`config.mk`:
```
export PLATFORM = sky130hd
export DESIGN_NAME = scp_clock_prescaler
export DESIGN_NICKNAME = d
export VERILOG_FILES = /design/src/hdl/scp_pkg.sv /design/src/hdl/scp_tick_if.sv /design/src/hdl/scp_clock_prescaler.sv /design/src/hdl/scp_tick_sel.sv
export SDC_FILE = /design/constraint.sdc
export NUM_CORES = 1
export LEC_CHECK = 0
export BUFFER_PORTS_ARGS = -buffer_cell sky130_fd_sc_hd__clkbuf_2
export CELL_PAD_IN_SITES_DETAIL_PLACEMENT = 0
export CELL_PAD_IN_SITES_GLOBAL_PLACEMENT = 1
export CORE_UTILIZATION = 43
export DETAILED_ROUTE_END_ITERATION = 10
export MAX_ROUTING_LAYER = met4
export PLACE_DENSITY = 0.86
export SKIP_CTS_REPAIR_TIMING = 1
export SYNTH_ARGS = -nofsm -noshare
export SYNTH_HDL_FRONTEND = slang
export SYNTH_SLANG_ARGS = --single-unit
```
`constraint.sdc`:
```
create_clock -name clk_sys_in -period 5.1 [get_ports clk_sys_in]
set_input_delay 0 -clock clk_sys_in [delete_from_list [all_inputs] [get_ports clk_sys_in]]
set_output_delay 0 -clock clk_sys_in [all_outputs]
set_load 0.01 [all_outputs]
```
`src/hdl/scp_pkg.sv`:
```
// Behaviour
// - System prescaler is an 8-bit up counter reloaded from the reload register on wrap.
// - Reload of all ones bypasses the prescaler; system rate is oscillator times 2^X2 over two.
// - Other reloads toggle system clock per overflow: osc times 2^X2 over 4(255-reload).
// - Division covers even ratios 4 to 1020 divided, 2 to 510 undivided.
// - Reload register writable any time; new value used from the next overflow.
// - New system rate is in effect within 1024 oscillator periods after a reload write.
// - The divided system clock drives CPU and all peripherals as base peripheral clock.
// - Reset loads all ones into the reload register, prescaler disabled.
// - Shared 4-bit timer prescaler counts down, reloads at zero, divides by field plus one.
// - Timer prescale field resets to five, six CPU cycles per timer count.
// - Compatibility mode applies timer prescaler to timers, watchdog and counter array (not source 01); fast mode only where selection bit set.
// - Compat: CPU over 2^sel times (field+1); fast: set gives over (field+1), clear CPU clock.
// - Compat peripherals outside timer prescaler pick CPU clock or CPU clock over two.
// - Two-wire bit picks one or two clocks compat, one or field+1 fast; SCL only.
// - Watchdog bit picks field+1 or twice that compat, one or field+1 fast.
// - Counter-array source 00: bit picks field+1 or twice compat, one or field+1 fast.
// - Counter-array source 01: bit picks one or two clocks compat, one or field+1 fast.
// - CPU clock mode bit clear halves the oscillator clock; set passes it undivided.
// - Timer 0, 1, 2 bits pick field+1 or twice compat, one or field+1 fast.
package scp_pkg;

  ////////////////////////////////////////////////////////////////////////////
  // Bus geometry
  localparam int unsigned ADDR_W   = 12;
  localparam int unsigned IDX_W    = 10;
  localparam int unsigned DATA_W   = 32;

  // Register indices, byte address is four times the index
  localparam logic [IDX_W-1:0] IDX_PCS0   = 10'h08F;
  localparam logic [IDX_W-1:0] IDX_RELOAD = 10'h097;
  localparam logic [IDX_W-1:0] IDX_PCS1   = 10'h0AF;
  localparam logic [IDX_W-1:0] IDX_TPC    = 10'h0C0;
  localparam logic [IDX_W-1:0] IDX_MODE   = 10'h0C1;
  localparam logic [IDX_W-1:0] IDX_STATUS = 10'h0C2;

  ////////////////////////////////////////////////////////////////////////////
  // Field positions
  localparam int unsigned PCS0_UNDIV_BIT = 0;
  localparam int unsigned TPS_LSB        = 4;
  localparam int unsigned TPS_MSB        = 7;
  localparam int unsigned MODE_FAST_BIT  = 0;
  localparam int unsigned MODE_SRC_LSB   = 1;
  localparam int unsigned MODE_SRC_MSB   = 2;

  // Peripheral order in the tick vector
  localparam int unsigned N_PERIPH   = 8;
  localparam int unsigned P_TIMER0   = 0;
  localparam int unsigned P_TIMER1   = 1;
  localparam int unsigned P_TIMER2   = 2;
  localparam int unsigned P_SERIAL   = 3;
  localparam int unsigned P_CARRAY   = 4;
  localparam int unsigned P_WATCHDOG = 5;
  localparam int unsigned P_TWOWIRE  = 6;
  localparam int unsigned P_SPI      = 7;

  ////////////////////////////////////////////////////////////////////////////
  // Reset values and constants
  localparam logic [7:0] PCS0_RST     = 8'h00;
  localparam logic [7:0] RELOAD_RST   = 8'hFF;
  localparam logic [7:0] RELOAD_OFF   = 8'hFF;
  localparam logic [7:0] PRE_ONE      = 8'h01;
  localparam logic [7:0] PRE_TOP      = 8'hFF;
  localparam logic [3:0] TPS_RST      = 4'h5;
  localparam logic [3:0] TPS_ONE      = 4'h1;
  localparam logic [3:0] TPS_ZERO     = 4'h0;
  localparam logic [1:0] SRC_TPS      = 2'h0;
  localparam logic [1:0] SRC_CPU      = 2'h1;
  localparam logic [1:0] FUSE_WAIT    = 2'h3;
  localparam logic [1:0] FUSE_LOAD    = 2'h1;
  localparam logic [1:0] FUSE_DONE    = 2'h0;
  localparam logic [1:0] FUSE_STEP    = 2'h1;
  localparam int unsigned RELOAD_LATENCY_OSC = 1024;

endpackage

```
`src/hdl/scp_tick_if.sv`:
```
`timescale 1ns/1ps
interface scp_tick_if;
  logic sys_tick;
  logic tps_tick;
  logic fast;
  logic sel;
  logic uses_tps;
  logic tick;

  modport ctl (output sys_tick, output tps_tick, output fast, output sel, output uses_tps, input tick);
  modport sel_side (input sys_tick, input tps_tick, input fast, input sel, input uses_tps, output tick);
endinterface

```
`src/hdl/scp_clock_prescaler.sv`:
```
`timescale 1ns/1ps
module scp_clock_prescaler
  import scp_pkg::*;
(
  input  wire logic                clk_sys_in,
  input  wire logic                rstn_in,
  input  wire logic                fuse_cpu_undivided_in,
  input  wire logic                psel_in,
  input  wire logic                penable_in,
  input  wire logic                pwrite_in,
  input  wire logic [ADDR_W-1:0]   paddr_in,
  input  wire logic [DATA_W-1:0]   pwdata_in,
  input  wire logic [3:0]          pstrb_in,
  output logic                     pready_out,
  output logic [DATA_W-1:0]        prdata_out,
  output logic                     pslverr_out,
  output logic                     sys_tick_out,
  output logic                     cpu_tick_out,
  output logic                     sys_clk_out,
  output logic                     tps_tick_out,
  output logic [N_PERIPH-1:0]      periph_tick_out
);

  ////////////////////////////////////////////////////////////////////////////
  // State

  typedef struct packed {
    logic [1:0]        fuse_sync;
    logic [1:0]        fuse_wait;
    logic [7:0]        pcs0;
    logic [7:0]        reload;
    logic              pcs1;
    logic [3:0]        timer_prescale_field;
    logic              fast;
    logic [1:0]        ca_src;
    logic              xdiv;
    logic [7:0]        pre_cnt;
    logic [7:0]        reload_act;
    logic              sys_clk;
    logic [3:0]        tps_cnt;
    logic [DATA_W-1:0] prdata;
    logic              pslverr;
  } scp_state_t;

  localparam scp_state_t STATE_RST = '{
    fuse_sync:  2'h0,
    fuse_wait:  FUSE_WAIT,
    pcs0:       PCS0_RST,
    reload:     RELOAD_RST,
    pcs1:       1'b0,
    timer_prescale_field:        TPS_RST,
    fast:       1'b0,
    ca_src:     SRC_TPS,
    xdiv:       1'b0,
    pre_cnt:    8'h00,
    reload_act: RELOAD_RST,
    sys_clk:    1'b0,
    tps_cnt:    TPS_RST,
    prdata:     32'h0000_0000,
    pslverr:    1'b0
  };

  scp_state_t               st_ff;
  scp_state_t               nxt_st;

  logic                     xtick;
  logic                     overflow;
  logic                     bypass;
  logic                     sys_tick;
  logic                     tps_tick;
  logic                     setup_ph;
  logic                     access_ph;
  logic                     wr_en;
  logic [IDX_W-1:0]         idx;
  logic                     hit;
  logic [DATA_W-1:0]        rd_mux;
  logic [N_PERIPH-1:0]      sel_vec;
  logic [N_PERIPH-1:0]      tps_vec;
  logic [N_PERIPH-1:0]      tick_vec;

  ////////////////////////////////////////////////////////////////////////////
  // Bus decode

  always_comb begin
    setup_ph  = psel_in & ~penable_in;
    access_ph = psel_in & penable_in;
    wr_en     = access_ph & pwrite_in & pstrb_in[0];
    idx       = paddr_in[ADDR_W-1:2];
    hit       = 1'b1;
    rd_mux    = 32'h0000_0000;
    unique case (idx)
      IDX_PCS0: begin
        rd_mux[7:0] = st_ff.pcs0;
      end
      IDX_RELOAD: begin
        rd_mux[7:0] = st_ff.reload;
      end
      IDX_PCS1: begin
        rd_mux[0] = st_ff.pcs1;
      end
      IDX_TPC: begin
        rd_mux[TPS_MSB:TPS_LSB] = st_ff.timer_prescale_field;
      end
      IDX_MODE: begin
        rd_mux[MODE_FAST_BIT]              = st_ff.fast;
        rd_mux[MODE_SRC_MSB:MODE_SRC_LSB]  = st_ff.ca_src;
      end
      IDX_STATUS: begin
        // Live prescaler state, read only
        rd_mux[0]     = st_ff.sys_clk;
        rd_mux[1]     = bypass;
        rd_mux[7:4]   = st_ff.tps_cnt;
        rd_mux[15:8]  = st_ff.pre_cnt;
        rd_mux[23:16] = st_ff.reload_act;
      end
      default: begin
        hit = 1'b0;
      end
    endcase
  end

  ////////////////////////////////////////////////////////////////////////////
  // Clock chain: oscillator, X2 stage, system prescaler, timer prescaler

  always_comb begin
    // Divide-by-two stage keeps a 50 percent duty cycle when not undivided
    xtick    = st_ff.pcs0[PCS0_UNDIV_BIT] ? 1'b1 : st_ff.xdiv;
    overflow = xtick & (st_ff.pre_cnt == PRE_TOP);
    bypass   = (st_ff.reload_act == RELOAD_OFF);
    if (bypass) begin
      sys_tick = xtick;
    end else begin
      // One system period spans two overflows, ratio even by construction
      sys_tick = overflow & ~st_ff.sys_clk;
    end
    tps_tick = sys_tick & (st_ff.tps_cnt == TPS_ZERO);
  end

  ////////////////////////////////////////////////////////////////////////////
  // Next state

  always_comb begin
    nxt_st = st_ff;

    // Fuse pin passes two flops before use
    nxt_st.fuse_sync = {st_ff.fuse_sync[0], fuse_cpu_undivided_in};
    if (st_ff.fuse_wait != FUSE_DONE) begin
      nxt_st.fuse_wait = st_ff.fuse_wait - FUSE_STEP;
    end
    if (st_ff.fuse_wait == FUSE_LOAD) begin
      nxt_st.pcs0[PCS0_UNDIV_BIT] = st_ff.fuse_sync[1];
    end

    nxt_st.xdiv = ~st_ff.xdiv;

    // Counter keeps running in bypass so a new reload is picked up promptly
    if (xtick) begin
      if (overflow) begin
        // Loaded one past the reload so each overflow spans 255 minus reload ticks
        nxt_st.pre_cnt    = st_ff.reload + PRE_ONE;
        nxt_st.reload_act = st_ff.reload;
        nxt_st.sys_clk    = ~st_ff.sys_clk;
      end else begin
        nxt_st.pre_cnt = st_ff.pre_cnt + PRE_ONE;
      end
    end
    // Worst case wait is 256 stage ticks, 512 oscillator periods
    if (bypass) begin
      nxt_st.sys_clk = 1'b0;
    end

    if (sys_tick) begin
      if (st_ff.tps_cnt == TPS_ZERO) begin
        nxt_st.tps_cnt = st_ff.timer_prescale_field;
      end else begin
        nxt_st.tps_cnt = st_ff.tps_cnt - TPS_ONE;
      end
    end

    // Read data and error captured in setup, shown in access
    if (setup_ph) begin
      nxt_st.prdata  = rd_mux;
      nxt_st.pslverr = ~hit;
    end

    // Software write follows the fuse load so it wins in a shared cycle
    if (wr_en) begin
      unique case (idx)
        IDX_PCS0: begin
          nxt_st.pcs0 = pwdata_in[7:0];
        end
        IDX_RELOAD: begin
          nxt_st.reload = pwdata_in[7:0];
        end
        IDX_PCS1: begin
          nxt_st.pcs1 = pwdata_in[0];
        end
        IDX_TPC: begin
          nxt_st.timer_prescale_field = pwdata_in[TPS_MSB:TPS_LSB];
        end
        IDX_MODE: begin
          nxt_st.fast   = pwdata_in[MODE_FAST_BIT];
          nxt_st.ca_src = pwdata_in[MODE_SRC_MSB:MODE_SRC_LSB];
        end
        default: begin
        end
      endcase
    end
  end

  always_ff @(posedge clk_sys_in) begin
    if (!rstn_in) begin
      st_ff <= STATE_RST;
    end else begin
      st_ff <= nxt_st;
    end
  end

  ////////////////////////////////////////////////////////////////////////////
  // Per-peripheral selection

  always_comb begin
    sel_vec             = '0;
    sel_vec[P_TIMER0]   = st_ff.pcs0[1];
    sel_vec[P_TIMER1]   = st_ff.pcs0[2];
    sel_vec[P_TIMER2]   = st_ff.pcs0[3];
    sel_vec[P_SERIAL]   = st_ff.pcs0[4];
    sel_vec[P_CARRAY]   = st_ff.pcs0[5];
    sel_vec[P_WATCHDOG] = st_ff.pcs0[6];
    sel_vec[P_TWOWIRE]  = st_ff.pcs0[7];
    sel_vec[P_SPI]      = st_ff.pcs1;

    tps_vec             = '0;
    tps_vec[P_TIMER0]   = 1'b1;
    tps_vec[P_TIMER1]   = 1'b1;
    tps_vec[P_TIMER2]   = 1'b1;
    tps_vec[P_WATCHDOG] = 1'b1;
    // Other source codes clock from outside, the prescaled base is the fallback
    tps_vec[P_CARRAY]   = (st_ff.ca_src != SRC_CPU);
  end

  // Two-wire tick only paces the master SCL generator
  genvar gi;
  generate
    for (gi = 0; gi < N_PERIPH; gi++) begin : g_periph
      scp_tick_if tif ();
      assign tif.sys_tick  = sys_tick;
      assign tif.tps_tick  = tps_tick;
      assign tif.fast      = st_ff.fast;
      assign tif.sel       = sel_vec[gi];
      assign tif.uses_tps  = tps_vec[gi];
      assign tick_vec[gi]  = tif.tick;
      scp_tick_sel u_sel (
        .clk_sys_in (clk_sys_in),
        .rstn_in    (rstn_in),
        .tif        (tif.sel_side)
      );
    end
  endgenerate

  ////////////////////////////////////////////////////////////////////////////
  // Outputs

  always_comb begin
    pready_out      = access_ph;
    prdata_out      = st_ff.prdata;
    pslverr_out     = access_ph & st_ff.pslverr;
    sys_tick_out    = sys_tick;
    cpu_tick_out    = sys_tick;
    sys_clk_out     = st_ff.sys_clk;
    tps_tick_out    = tps_tick;
    periph_tick_out = tick_vec;
  end

endmodule

```
`src/hdl/scp_tick_sel.sv`:
```
`timescale 1ns/1ps
module scp_tick_sel
  import scp_pkg::*;
(
  input  wire logic        clk_sys_in,
  input  wire logic        rstn_in,
  scp_tick_if.sel_side     tif
);

  typedef struct packed {
    logic half;
  } scp_sel_state_t;

  scp_sel_state_t sel_ff;
  scp_sel_state_t nxt_sel;
  logic           base;
  logic           halve;

  ////////////////////////////////////////////////////////////////////////////
  always_comb begin
    nxt_sel = sel_ff;
    if (tif.fast) begin
      base = tif.sel ? tif.tps_tick : tif.sys_tick;
    end else begin
      base = tif.uses_tps ? tif.tps_tick : tif.sys_tick;
    end
    // Extra divide by two only in compatibility mode with the bit set
    halve = ~tif.fast & tif.sel;
    if (base) begin
      nxt_sel.half = ~sel_ff.half;
    end
    tif.tick = halve ? (base & sel_ff.half) : base;
  end

  always_ff @(posedge clk_sys_in) begin
    if (!rstn_in) begin
      sel_ff <= '0;
    end else begin
      sel_ff <= nxt_sel;
    end
  end

endmodule

```
# Word-level counts from Yosys, hierarchy flattened
# Cells that the tools add are included.
# op_classes
eq_ne	10
n_reduce_logical	10
bitwise_logic	38
add_sub_neg	4
mux	43
# op_table
op	n
== test 10 x 8 -> 1 bit, second input constant	6
two-way mux 1 bit	31
bitwise AND 1 bit	24
two-way mux 17 bit	1
adder 8 x 1 -> 8 bit, second input constant	2
== test 8 bit, second input constant	2
two-way mux 16 bit	1
two-way mux 8 bit	2
one-hot mux 4 bit (4 select lines)	1
inverter 1 bit	14
AND reduction 2 bit	6
two-way mux 4 bit	2
OR reduction 6 bit	1
one-hot mux 1 bit (5 select lines)	1
logical NOT 4 bit	1
one-hot mux 1 bit (4 select lines)	1
subtractor 4 x 1 -> 4 bit, second input constant	1
two-way mux 3 bit	1
one-hot mux 1 bit (3 select lines)	1
== test 2 x 1 -> 1 bit, second input constant	1
!= test 2 x 1 -> 1 bit, second input constant	1
one-hot mux 1 bit (2 select lines)	1
nonzero test 2 bit	1
OR reduction 2 bit	1
subtractor 2 x 1 -> 2 bit, second input constant	1
# totals
output_inout_bits	46
elab_cells	129
input_bits	54
ff_bits	83

# Logic depth before layout (Yosys ltp)
# Gate-level depths: netlist of run 1.
# depth
ltp_word	9
depth_mapped	11
depth_no_buf	9

# Cells and area by module
# Synthesis of run 1 repeated with hierarchy kept, for this count alone.
# unflattened
cells_unflattened	574
area_unflattened_um2	4703.3
# modules_own_cells
module	cells_per_inst	seq_area_each_um2	instances	area_per_inst_um2
scp_clock_prescaler	486	1501.4	1	3892.5
scp_tick_sel	11	20.0	8	101.3

# Least setup slack after synthesis of run 1
# Ideal clock, no wire load.
# synth_timing
path_type	register to register
start	register st_ff[48] in the netlist's numbering
end	register st_ff[50] in the netlist's numbering
arrival_ps	2060
period_less_slack_ps	2130
setup_ps	70
setup_slack_ps	2970
required_time_ps	5030
path_buffers	2
stages_incl_launch_ff	12
cell_sequence	dfxtp_1 > buf_2 > nand4_4 > or3_1 > buf_2 > nand2_1 > nand2_1 > ha_1 > nand3_1 > mux2i_1 > a22o_1 > a21oi_1
# synth_between
elab_chain_len	3
elab_cells_between_ends	4
cone_classes	1 x add/sub; 1 x eq/ne; 1 x mux; 1 x bitwise
# synth_lines
element	line	text
start, declared	scp_clock_prescaler.sv:63	scp_state_t st_ff;
start signal, assigned	scp_clock_prescaler.sv:215	st_ff <= nxt_st;
parallel branches: the longest is 2 deep, another holds adder 8 x 1 -> 8 bit	n/a	
two-way mux 8 bit *	scp_clock_prescaler.sv:158	if (overflow) begin
# Every way passes the cells marked *.
# A chain may end at the register's enable or synchronous reset.

# Final worst setup path of run 1
# layout_timing
start	register st_ff[71] in the netlist's numbering
end	output port cpu_tick_out
# layout_between
elab_chain_len	4
# layout_lines
element	line	text
two-way mux 1 bit *	scp_clock_prescaler.sv:127	xtick = st_ff.pcs0[PCS0_UNDIV_BIT] ? 1'b1 : st_ff.xdiv;
bitwise AND 1 bit	scp_clock_prescaler.sv:128	overflow = xtick & (st_ff.pre_cnt == PRE_TOP);
bitwise AND 1 bit	scp_clock_prescaler.sv:134	sys_tick = overflow & ~st_ff.sys_clk;
two-way mux 1 bit *	scp_clock_prescaler.sv:130	if (bypass) begin
end, declared	scp_clock_prescaler.sv:18	output logic cpu_tick_out,
# Mark *: on every way between the ends. The rest lies on a longest branch, timed or not.

==> results.md, run 1 <==
* Status: finished clean
* Antenna violations before repair at 0
* Wire length of the first global-routing pass at 17200 um
* Fraction of final layout cells sized beyond drive strength 1 at 18.1%
* Register bit total from synthesis at 83
* Max-slew violation total from the final report at 0
* Post-synthesis cell area at 4350 um^2
* Vias per Instance at 5.50
* Maximum VDD drop at 0.000135 V
* Final clock period utilization by the worst path at 55.7%
* Clk buf depth at 2
* Detailed-router iteration count before antenna repair at 6
* Beginning of the worst hold path: penable_in
* Final Critical Period at 2.84 ns
* Mean routed wirelength per cell at 15.9 um
* Setup crit start: st_ff[71]
* Drt drc at 0
* Crit path buf inv count at 2
* PwrDens at 277 nW/um^2
* DRT antenna net count at 0
* Routed wire length at 10800 um
* Gate count of the mapped netlist at 521
* Clock transition at the register clock pins on the worst setup and hold paths after CTS at 0.08 ns
* Syn_area_per_cell at 8.34 um^2
* Total CTS buffers at 9
* Final Net Count at 596
* Unrepaired setup endpoints after global routing: no
* Endpoint kind of the worst setup timing path: primary output
* Cell repeated most along the worst path: sky130_fd_sc_hd__nor2_1
* Number of rows created at floorplan at 36
* Cell type with the largest total area after synthesis: sky130_fd_sc_hd__dfxtp_1
* Top_reg_cell synth: sky130_fd_sc_hd__dfxtp_1
* Skew final at 0.0109 ns
* Clock tree from TritonCTS: yes
* GP Congestion at 0.853
* H-tree depth reported by CTS at 3
* Startpoint-to-endpoint class of the critical path: reg2out
* Worst-margin pin slew at 1.25 ns
* Final hold vios at 0
* Drt first-iter violations at 253
* Start of the worst register-to-register path: st_ff[49]
* Leakage at 0.00189 uW
* Synth-to-Final Area Change at 8.43%
* Via Count at 3715
* Core Box Area at 9770 um^2
* Number of synthesized flops with an enable pin at 0
* Largest stage delay on the critical path at 0.99 ns
* Maximum number of pins on one net before global-route repair at 48
* Family with the most delay on the worst path: simple AND/OR/NAND/NOR gates
* Top Ports at 100
* Die area at 10500 um^2
* Max Cap Violations at 0
* Ant diodes at 0
* Worst-path cell with the longest stage delay: sky130_fd_sc_hd__nor2_1
* Number of buffers added on ports at 62
* Estimated wirelength of the detail-placed design at 7370 um
* Die width at 103 um
* CTS root buf: sky130_fd_sc_hd__clkbuf_8
* WP data arrival at 2.84 ns
* GRT Total Usage at 22.1%
* Series of cell instances along the critical path: nor2_1, nor3_2, nor2_1, inv_1, clkbuf_2
* Clock sinks at 83
* Vias in the first global route at 3371
* Remaining global-route overflow at 0
* Fmax at 0.352 GHz
* Clock latency of the later-clocked register in the worst-skew pair at 0.36 ns
* Crit start category: flop
* Commonest non-fill, non-tap cell in the layout: sky130_fd_sc_hd__dfxtp_1
* Initial Util at 44.5%
* Die Span Y at 103 um
* Count of synthesis-stage warnings from yosys at 0
* Proportion of synthesized chip area in sequential cells at 38.2%
* Fin Setup TNS at 0 ns
* Class of the tightest hold or removal check: in2reg
* Worst hold slack after final layout at 0.0403 ns
* Yosys top cell area share at 38.2%
* Worst Path Required at 5.10 ns
* Async S/R FF share, synth at 0%
* Number of failing setup endpoints in the final timing report at 0
* FF-to-FF setup slack at 2.44 ns
* Ranking of synthesized cells by area: sky130_fd_sc_hd__dfxtp_1 38%, sky130_fd_sc_hd__buf_4 7.6%, sky130_fd_sc_hd__nand3_1 5.1%
* Relative slew slack at 16.3%
* Count of cell types in the netlist at 66
* Most used cells in the layout excluding fill and tap cells: 83 x sky130_fd_sc_hd__dfxtp_1, 62 x sky130_fd_sc_hd__clkbuf_2, 54 x sky130_fd_sc_hd__nand2_1
* Largest driver fanout on the critical path at 22
## kinds of logic after synthesis
group | share of synthesized area, %
and+or+nand+nor | 26.0
AOI/OAI and AO/OA | 18.4
buffers and inverters | 11.3
DFF | 38.2
muxes | 2.85
xor gates and xnor gates | 2.02
adders and majority gates | 1.15
other | 0.0863
## worst paths after layout
kind                   endpoint  cells after the start
setup / recovery   cpu_tick_out                      5
hold / removal    prdata_out[3]                      4
setup reg to reg      st_ff[50]                      9
hold reg to reg       st_ff[82]                      1
## synth_stat cells, types with 6 or more instances
cell / n
sky130_fd_sc_hd__dfxtp_1: 83
sky130_fd_sc_hd__nand2_1: 54
sky130_fd_sc_hd__buf_4: 44
sky130_fd_sc_hd__nand3_1: 44
sky130_fd_sc_hd__nor2_1: 40
sky130_fd_sc_hd__a21oi_1: 30
sky130_fd_sc_hd__clkbuf_1: 22
sky130_fd_sc_hd__a22oi_1: 19
sky130_fd_sc_hd__o21ai_0: 17
sky130_fd_sc_hd__nand2b_1: 10
sky130_fd_sc_hd__and2_1: 9
sky130_fd_sc_hd__buf_2: 9
sky130_fd_sc_hd__inv_1: 9
sky130_fd_sc_hd__mux2i_1: 9
sky130_fd_sc_hd__nor2b_1: 8
sky130_fd_sc_hd__a31oi_1: 7
sky130_fd_sc_hd__xnor2_1: 7
sky130_fd_sc_hd__and3_1: 6
sky130_fd_sc_hd__nor3_1: 6
## area by class of cell
type | count | area, um^2
fillers | 975 | 5060
multi-input cells | 361 | 2220
flip-flops and latches | 83 | 1660
repair buffers | 74 | 423
well taps | 133 | 166
clock buffers | 13 | 149
clock inverters | 2 | 60.1
inverters | 9 | 33.8
## worst reg2reg max path: cells and delay by family (launching register included)
kind,cells,cell delay (ns)
flip-flops,1,0.55
adder cells (fa/ha/maj),1,0.28
AO/OA/AOI/OAI,2,0.21
AND/OR/NAND/NOR,5,1.36
multiplexers,1,0.15
## per-layer routing
metal,up-vias,GRT usage (%),part of all wire [%]
li1,1849,-,-
met1,1739,28.7,46
met2,111,34.1,47
met3,16,4.88,5.6
met4,0,6.81,1.3
met5,-,-,0
## stage by stage
stage / total power [uW] / instance area [um^2] / cells / setup slack, ns / utilization [%]
after global placement: 792 / 4410 / 651 / 2.56 / 45.2
after detailed placement: 796 / 4410 / 651 / 2.52 / 45.2
after floorplan: 768 / 4370 / 528 / 2.97 / -
after CTS: 1310 / 4620 / 666 / 2.29 / 47.3
after global routing: 1360 / 4710 / 675 / 2.10 / 48.2
final: 1310 / 4710 / 675 / 2.26 / 48.2
## report_power, final
part	switching [uW]	internal [uW]	leakage [uW]	total [uW]
registers	11.6	660	0.000673	672
clock network	234	288	0.000104	522
logic	69.3	44.8	0.00111	114
total	315	993	0.00189	1310
## sequential cells by signal (all words and copies together), names as in the netlist
signal / cells
st_ff: 40
prdata_out: 24
g_periph.tif.sel: 8
g_periph.u_sel.sel_ff: 8
g_periph.tif.fast: 1
nxt_st: 1
sys_clk_out: 1
No activity file was read; power rests on OpenSTA's default activity.
==> run 2, diff against run 1 <==
- ABC_AREA: not set -> 1
- CORE_UTILIZATION: 43 -> 39
- PLACE_DENSITY: 0.86 -> 0.82
- clock period: 5.1 -> 2.75 ns (I/O delays scaled with it)
==> run 2 against run 1 <==
Compared with the run above: the run now ends with hold timing left; count of clock-buffer cells in the layout decreased by 2; setup slack got worse by 1.8 ns; die area increased by 9.8%; cell area increased by 0.93%; synthesized cell count increased by 14%; critical path depth increased by 4; largest cell class unchanged; synthesized area decreased by 0.20%; sequential power increased by 90%.
==> results.md, run 2 <==
* Initial Util at 40.0% (-4.5 points)
* Die Span Y at 107 um (+4.8%)
* Clock transition at the register clock pins on the worst setup and hold paths after CTS at 0.09 ns (about the same)
* Syn_area_per_cell at 7.33 um^2 (-12%)
* Class of the tightest hold or removal check: in2reg
* Top Ports at 100 (unchanged)
* Skew final at 0.0118 ns (+0.000915 ns)
* Met1 routed wirelength after detailed routing at 5120 um (+3.6%)
* Largest driver fanout on the critical path at 18 (-18%)
* Worst-margin pin slew at 0.833 ns (-0.418 ns)
* Setup crit start: st_ff[50]
* CTS root buf: sky130_fd_sc_hd__clkbuf_8
* Cell repeated most along the worst path: sky130_fd_sc_hd__nand2_2
* Final hold vios at 2 (+2)
* Start of the worst register-to-register path: st_ff[50]
* Worst hold slack after final layout at -0.0172 ns (-0.0576 ns)
* Beginning of the worst hold path: pwdata_in[5]
* Worst Path Required at 2.75 ns (-2.35 ns)
* Relative slew slack at 44.2% (+28 points)
* Post-synthesis compound-gate area fraction at 18.5% (+0.12 points)
* Post-synthesis adder-cell area fraction at 1.15% (+0.0023 points)
* Number of rows created at floorplan at 38 (+5.6%)
* Final Net Count at 679 (+14%)
* Worst-path cell with the longest stage delay: sky130_fd_sc_hd__dfxtp_1
* Vias per Instance at 4.98 (-9.6%)
* Gate count of the mapped netlist at 592 (+14%)
* Post-place setup slack at 0.812 ns (-1.71 ns)
* FF+latch area at 1660 um^2 (unchanged)
* Startpoint-to-endpoint class of the critical path: reg2out
* Core Box Area at 10800 um^2 (+11%)
* PwrDens at 539 nW/um^2 (+94%)
* Clk buf depth at 2 (unchanged)
* Synth-to-Final Area Change at 9.66%
* Drt first-iter violations at 282 (+11%)
* Vias in the first global route at 3389 (+0.53%)
* Yosys top cell area share at 38.3% (+0.077 points)
* Proportion of synthesized chip area in sequential cells at 38.3% (+0.077 points)
* Wire length of the first global-routing pass at 17300 um (+0.60%)
* Multiplexer area fraction after synthesis at 0% (-2.8 points)
* Series of cell instances along the critical path: nand2_2, nor2_4, nand3_4, inv_2, nand2_2, nand2_4, o21ai_0, a31oi_1, clkbuf_2
* Async S/R FF share, synth at 0% (unchanged)
* Final clock period utilization by the worst path at 81.7%
* Final Critical Period at 2.25 ns
* DRT antenna net count at 0 (unchanged)
* Count of fill cells added during filler insertion at 1134 (+16%)
* Largest stage delay on the critical path at 0.42 ns (-0.57 ns)
* Max-slew violation total from the final report at 0 (unchanged)
* Remaining global-route overflow at 0 (unchanged)
* Number of buffers added on ports at 62 (unchanged)
* Clock latency of the later-clocked register in the worst-skew pair at 0.37 ns (about the same)
* Register bit total from synthesis at 83 (unchanged)
* Fmax at 0.445 GHz
* Number of failing setup endpoints in the final timing report at 0 (unchanged)
* WP data arrival at 2.25 ns (-0.59 ns)
* Highest routing layer actually used: met4
* GRT Total Usage at 20.0% (-2.1 points)
* Estimated wirelength of the detail-placed design at 7770 um (+5.5%)
* Max FFs per register at 40 (unchanged)
* Final critical-path setup slack at 0.503 ns (-1.75 ns)
* Fraction of final layout cells sized beyond drive strength 1 at 18.5% (+0.45 points)
* Clock tree from TritonCTS: yes
* Die area at 11500 um^2 (+9.8%)
* Leading cell type by number of instances after synthesis: sky130_fd_sc_hd__nand2_1
* Mean routed wirelength per cell at 13.8 um (-13%)
* Fin Setup TNS at 0 ns (unchanged)
* Met2 layer wire length in the routed design at 4930 um (-3.0%)
* Cell type with the largest total area after synthesis: sky130_fd_sc_hd__dfxtp_1
* H-tree depth reported by CTS at 3 (unchanged)
* Number of synthesized flops with an enable pin at 0 (unchanged)
* Total CTS buffers at 9 (unchanged)
* Max Cap Violations at 0 (unchanged)
* Via Count at 3812 (+2.6%)
* Top_reg_cell synth: sky130_fd_sc_hd__dfxtp_1
* Maximum number of pins on one net before global-route repair at 46 (-4.2%)
* Violations in the final reports: hold timing
* Crit start category: flop
* Die width at 107 um (+4.8%)
* Detailed-router iteration count before antenna repair at 5 (-1)
* Commonest non-fill, non-tap cell in the layout: sky130_fd_sc_hd__nand2_1
* Ant diodes at 0 (unchanged)
* Clock sinks at 83 (unchanged)
* Antenna violations before repair at 0 (unchanged)
* Drt drc at 0 (unchanged)
* Top register by number of flip-flops: st_ff
* Met3 wire length at 430 um (-28%)
* GP Congestion at 0.832 (-2.4%)
* Most frequent cells after synthesis: 95 x sky130_fd_sc_hd__nand2_1, 83 x sky130_fd_sc_hd__dfxtp_1, 64 x sky130_fd_sc_hd__inv_1, 57 x sky130_fd_sc_hd__o21ai_0, 47 x sky130_fd_sc_hd__a21oi_1
* Most used cells in the layout excluding fill and tap cells: 95 x sky130_fd_sc_hd__nand2_1, 83 x sky130_fd_sc_hd__dfxtp_1, 64 x sky130_fd_sc_hd__inv_1
* Ranking of synthesized cells by area: sky130_fd_sc_hd__dfxtp_1 38%, sky130_fd_sc_hd__nand2_1 8.2%, sky130_fd_sc_hd__buf_4 7.4%
* Main combinational cell family by area after synthesis: simple AND/OR/NAND/NOR gates
* Fraction of synthesized cell area in xor and xnor cells at 0.202% (-1.8 points)
* Count of synthesis-stage warnings from yosys at 0 (unchanged)
* Routed wire length at 10600 um (-1.7%)
* Status: finished, violations left
* Count of cell types in the netlist at 39 (-41%)
* Endpoint kind of the worst setup timing path: primary output
* Leakage at 0.00212 uW (+12%)
* Area of the multi-input gates at 2020 um^2 (-9.1%)
* Post-synthesis cell area at 4340 um^2 (-0.20%)
* Unrepaired setup endpoints after global routing: no
* Fraction of the mapped netlist area in simple logic gates at 25.9% (-0.063 points)
* Maximum VDD drop at 0.000205 V (+52%)
run 2: cell types whose count changed after synthesis, moves of 10 or more:
cell / before / now
sky130_fd_sc_hd__inv_1: 9 / 64
sky130_fd_sc_hd__clkbuf_1: 22 / 12
sky130_fd_sc_hd__nand2b_1: 10 / 0
sky130_fd_sc_hd__a22oi_1: 19 / 0
sky130_fd_sc_hd__nand2_1: 54 / 95
sky130_fd_sc_hd__o211ai_1: 1 / 12
sky130_fd_sc_hd__a21oi_1: 30 / 47
sky130_fd_sc_hd__nand4_1: 4 / 20
sky130_fd_sc_hd__o21ai_0: 17 / 57
run 2: kinds of logic (layout without fill, tap and decap cells):
kind of cell | count (synthesis) | in the layout
AND/OR/NAND/NOR | 226 | 226
AO/OA/AOI/OAI | 145 | 145
buffers and inverters | 132 | 159
flip-flops | 83 | 83
adder cells (fa/ha/maj) | 4 | 4
other | 1 | 8
XOR/XNOR | 1 | 1
run 2: path summary, 6_finish.rpt:
check	end	slack [ns]	depth (start not counted)
worst max-delay path	periph_tick_out[0]	0.50	9
worst min register to register	st_ff[82]	0.42	2
worst max register to register	st_ff[52]	0.77	12
worst min-delay path	st_ff[59]	-0.02	3
run 2: cell type report:
type	instances	area share (%)
flip-flops and latches	83	34.9
clock inverters	5	1.79
clock buffers	11	2.97
multi-input cells	384	42.4
well taps	140	3.68
repair buffers	73	8.68
inverters	70	5.52
run 2: worst max-delay path, delay by kind of cell, from the launching register on:
kind	cells	cell delay (ns)
simple gates	5	0.81
buf+inv	2	0.28
compound gates	2	0.35
flops	1	0.42
run 2: through the flow:
step / power, uW / hold slack, ns / util (%) / cells / instance area, um^2
final: 2560 / -0.0172 / 43.9 / 766 / 4760
after global placement: 1560 / 0.194 / 41.1 / 742 / 4450
after global routing: 2670 / 0.0256 / 43.9 / 766 / 4760
after floorplan: 1520 / 0.0976 / - / 599 / 4360
after detailed placement: 1570 / 0.191 / 41.1 / 742 / 4450
after CTS: 2580 / -0.189 / 43.1 / 758 / 4680
run 2: metal layers:
| metal | GRT usage [%] | vias to the layer above |
|---|---|---|
| li1 | - | 1980 |
| met1 | 26.0 | 1758 |
| met2 | 31.5 | 68 |
| met3 | 3.09 | 6 |
| met4 | 6.95 | 0 |
| met5 | - | - |
run 2: power by group:
part	total, uW	leakage [uW]	internal (uW)	switching [uW]
Combinational	274	0.00133	96.8	177
Clock	1010	0.000110	542	469
Sequential	1280	0.000677	1250	32.4
==> run 3, diff against run 2 <==
- clock period: 2.75 -> 2.2 ns (I/O delays scaled with it)
==> run 3 against run 2 <==
Compared with the run above: the flow now finishes without violations; wire length is 0.12% higher; count of clock-buffer cells in the layout is 2 lower; first-iteration DRC count rose by 1.1%; sequential cell count is the same; worst hold slack better by 0.053 ns; sequential share of layout area is 0.78 points lower; core utilization rose by 1.0 points.
==> results.md, run 3 (synthesis gave the netlist of run 2 again) <==
* FF+latch area at 1660 um^2 (unchanged)
* Antenna violations before repair at 0 (unchanged)
* Number of rows created at floorplan at 38 (unchanged)
* Largest driver fanout on the critical path at 16 (-2)
* Final hold vios at 0 (-2)
* Estimated wirelength of the detail-placed design at 7810 um (+0.43%)
* DRT antenna net count at 0 (unchanged)
* Top Ports at 100 (unchanged)
* Worst-margin pin slew at 0.681 ns (-0.153 ns)
* Startpoint-to-endpoint class of the critical path: reg2out
* Die width at 107 um (unchanged)
* Die area at 11500 um^2 (unchanged)
* Final core utilization at 44.9% (+1.0 points)
* Routed wire length at 10600 um (+0.12%)
* Clock transition at the register clock pins on the worst setup and hold paths after CTS at 0.10 ns (about the same)
* Max FFs per register at 40 (unchanged)
* Skew final at 0.0129 ns (+0.00107 ns)
* Ant diodes at 0 (unchanged)
* Leakage at 0.00218 uW (+3.0%)
* Worst hold slack after final layout at 0.0358 ns (+0.0530 ns)
* Series of cell instances along the critical path: nand2_1, nor2_4, nand3_4, inv_2, nand2_2, nand2_8, o21ai_0, a31oi_1, clkbuf_2
* Number of failing setup endpoints in the final timing report at 0 (unchanged)
* Maximum number of pins on one net before global-route repair at 62 (+35%)
* Top register by number of flip-flops: st_ff
* Clock tree from TritonCTS: yes
* Worst-path cell with the longest stage delay: sky130_fd_sc_hd__dfxtp_1
* Drt drc at 0 (unchanged)
* Detailed-router iteration count before antenna repair at 7 (+2)
* Commonest non-fill, non-tap cell in the layout: sky130_fd_sc_hd__nand2_1
* GRT Total Usage at 20.2% (+0.27 points)
* Clock power frac at 39.1% (-0.3 points)
* Worst Path Required at 2.20 ns (-0.55 ns)
* Maximum VDD drop at 0.000276 V (+35%)
* Core Box Area at 10800 um^2 (unchanged)
* Fin Setup TNS at 0 ns (unchanged)
* Vias per Instance at 4.97 (-0.17%)
* Endpoint kind of the worst setup timing path: primary output
* Combinational group share of total power at 11.1% (+0.4 points)
* Count of fill cells added during filler insertion at 1111 (-2.0%)
* Fmax at 0.491 GHz
* Max Cap Violations at 0 (unchanged)
* Switch Pwr at 868 uW (+28%)
* Remaining global-route overflow at 0 (unchanged)
* Final Net Count at 692 (+1.9%)
* GP Congestion at 0.821 (-1.3%)
* PwrDens at 658 nW/um^2 (+22%)
* Relative slew slack at 54.5% (+10 points)
* Final clock period utilization by the worst path at 92.5%
* Final Critical Period at 2.04 ns
* Int Power at 2340 uW (+24%)
* Mean routed wirelength per cell at 13.6 um (-1.5%)
* CTS root buf: sky130_fd_sc_hd__clkbuf_8
* H-tree depth reported by CTS at 3 (unchanged)
* Initial Util at 40.0% (unchanged)
* Number of buffers added on ports at 62 (unchanged)
* Register share of total power at 49.8% (about the same)
* Clock latency of the later-clocked register in the worst-skew pair at 0.37 ns (about the same)
* Die Span Y at 107 um (unchanged)
* Total CTS buffers at 9 (unchanged)
* Fraction of final layout cells sized beyond drive strength 1 at 20.2% (+1.7 points)
* Area of the multi-input gates at 2030 um^2 (+0.43%)
* Synth-to-Final Area Change at 12.2%
* WP data arrival at 2.04 ns (-0.21 ns)
* Crit start category: flop
* Status: finished clean
* Unrepaired setup endpoints after global routing: no
* Via Count at 3870 (+1.5%)
* Vias in the first global route at 3525 (+4.0%)
* Class of the tightest hold or removal check: in2reg
* Drt first-iter violations at 285 (+1.1%)
* Most used cells in the layout excluding fill and tap cells: 95 x sky130_fd_sc_hd__nand2_1, 83 x sky130_fd_sc_hd__dfxtp_1, 63 x sky130_fd_sc_hd__inv_1
* Clock sinks at 83 (unchanged)
* Switching Share at 27.1% (+0.61 points)
* Largest stage delay on the critical path at 0.41 ns (about the same)
* Max-slew violation total from the final report at 0 (unchanged)
* Wire length of the first global-routing pass at 17500 um (+1.1%)
* Clk buf depth at 2 (unchanged)
==> run 3: routing by layer <==
layer	part of all wire (%)	vias to the layer above	track usage, %
li1	-	2003	-
met1	49	1769	26.3
met2	45	83	31.3
met3	3.9	15	3.51
met4	1.9	0	7.83
met5	0	-	-
==> run 3: stage by stage <==
stage / total power [uW] / instances / instance area [um^2] / setup WS (ns)
2_1_floorplan: 1900 / 599 / 4360 / 0.617
3_3_place_gp: 1960 / 747 / 4490 / 0.415
3_5_place_dp: 1970 / 747 / 4490 / 0.371
4_1_cts: 3220 / 763 / 4710 / 0.0149
5_1_grt: 3340 / 779 / 4870 / 0.0139
6_report: 3200 / 779 / 4870 / 0.164
==> run 3: final timing paths <==
path	cells past startpoint	startpoint	slack, ns	end
setup / recovery	9	st_ff[49]	0.16	periph_tick_out[5]
hold / removal	5	penable_in	0.04	prdata_out[0]
setup reg to reg	13	st_ff[49]	0.30	st_ff[52]
hold reg to reg	1	st_ff[54]	0.41	st_ff[54]
==> run 3: area by class of cell <==
class	instances	share of cell area (%)
Multi-Input combinational cell	384	41.7
Sequential cell	83	34.1
Timing Repair Buffer	86	10.6
Inverter	70	5.40
Tap cell	140	3.60
Clock buffer	9	2.55
Clock inverter	7	2.06
==> run 3: power groups by stage <==
stage | clock [uW] | sequential, uW | combinational [uW]
finish | 1250 | 1600 | 355
global route | 1330 | 1600 | 407
global placement | 0 | 1630 | 329
detailed placement | 0 | 1630 | 338
CTS | 1280 | 1600 | 339
floorplan | 0 | 1620 | 281
==> run 3: worst max-delay path, delay by kind of cell (launching register included) <==
| family | cells | cell delay [ns] |
|---|---|---|
| buffers and inverters | 2 | 0.25 |
| and+or+nand+nor | 5 | 0.68 |
| DFF | 1 | 0.41 |
| AOI/OAI and AO/OA | 2 | 0.33 |
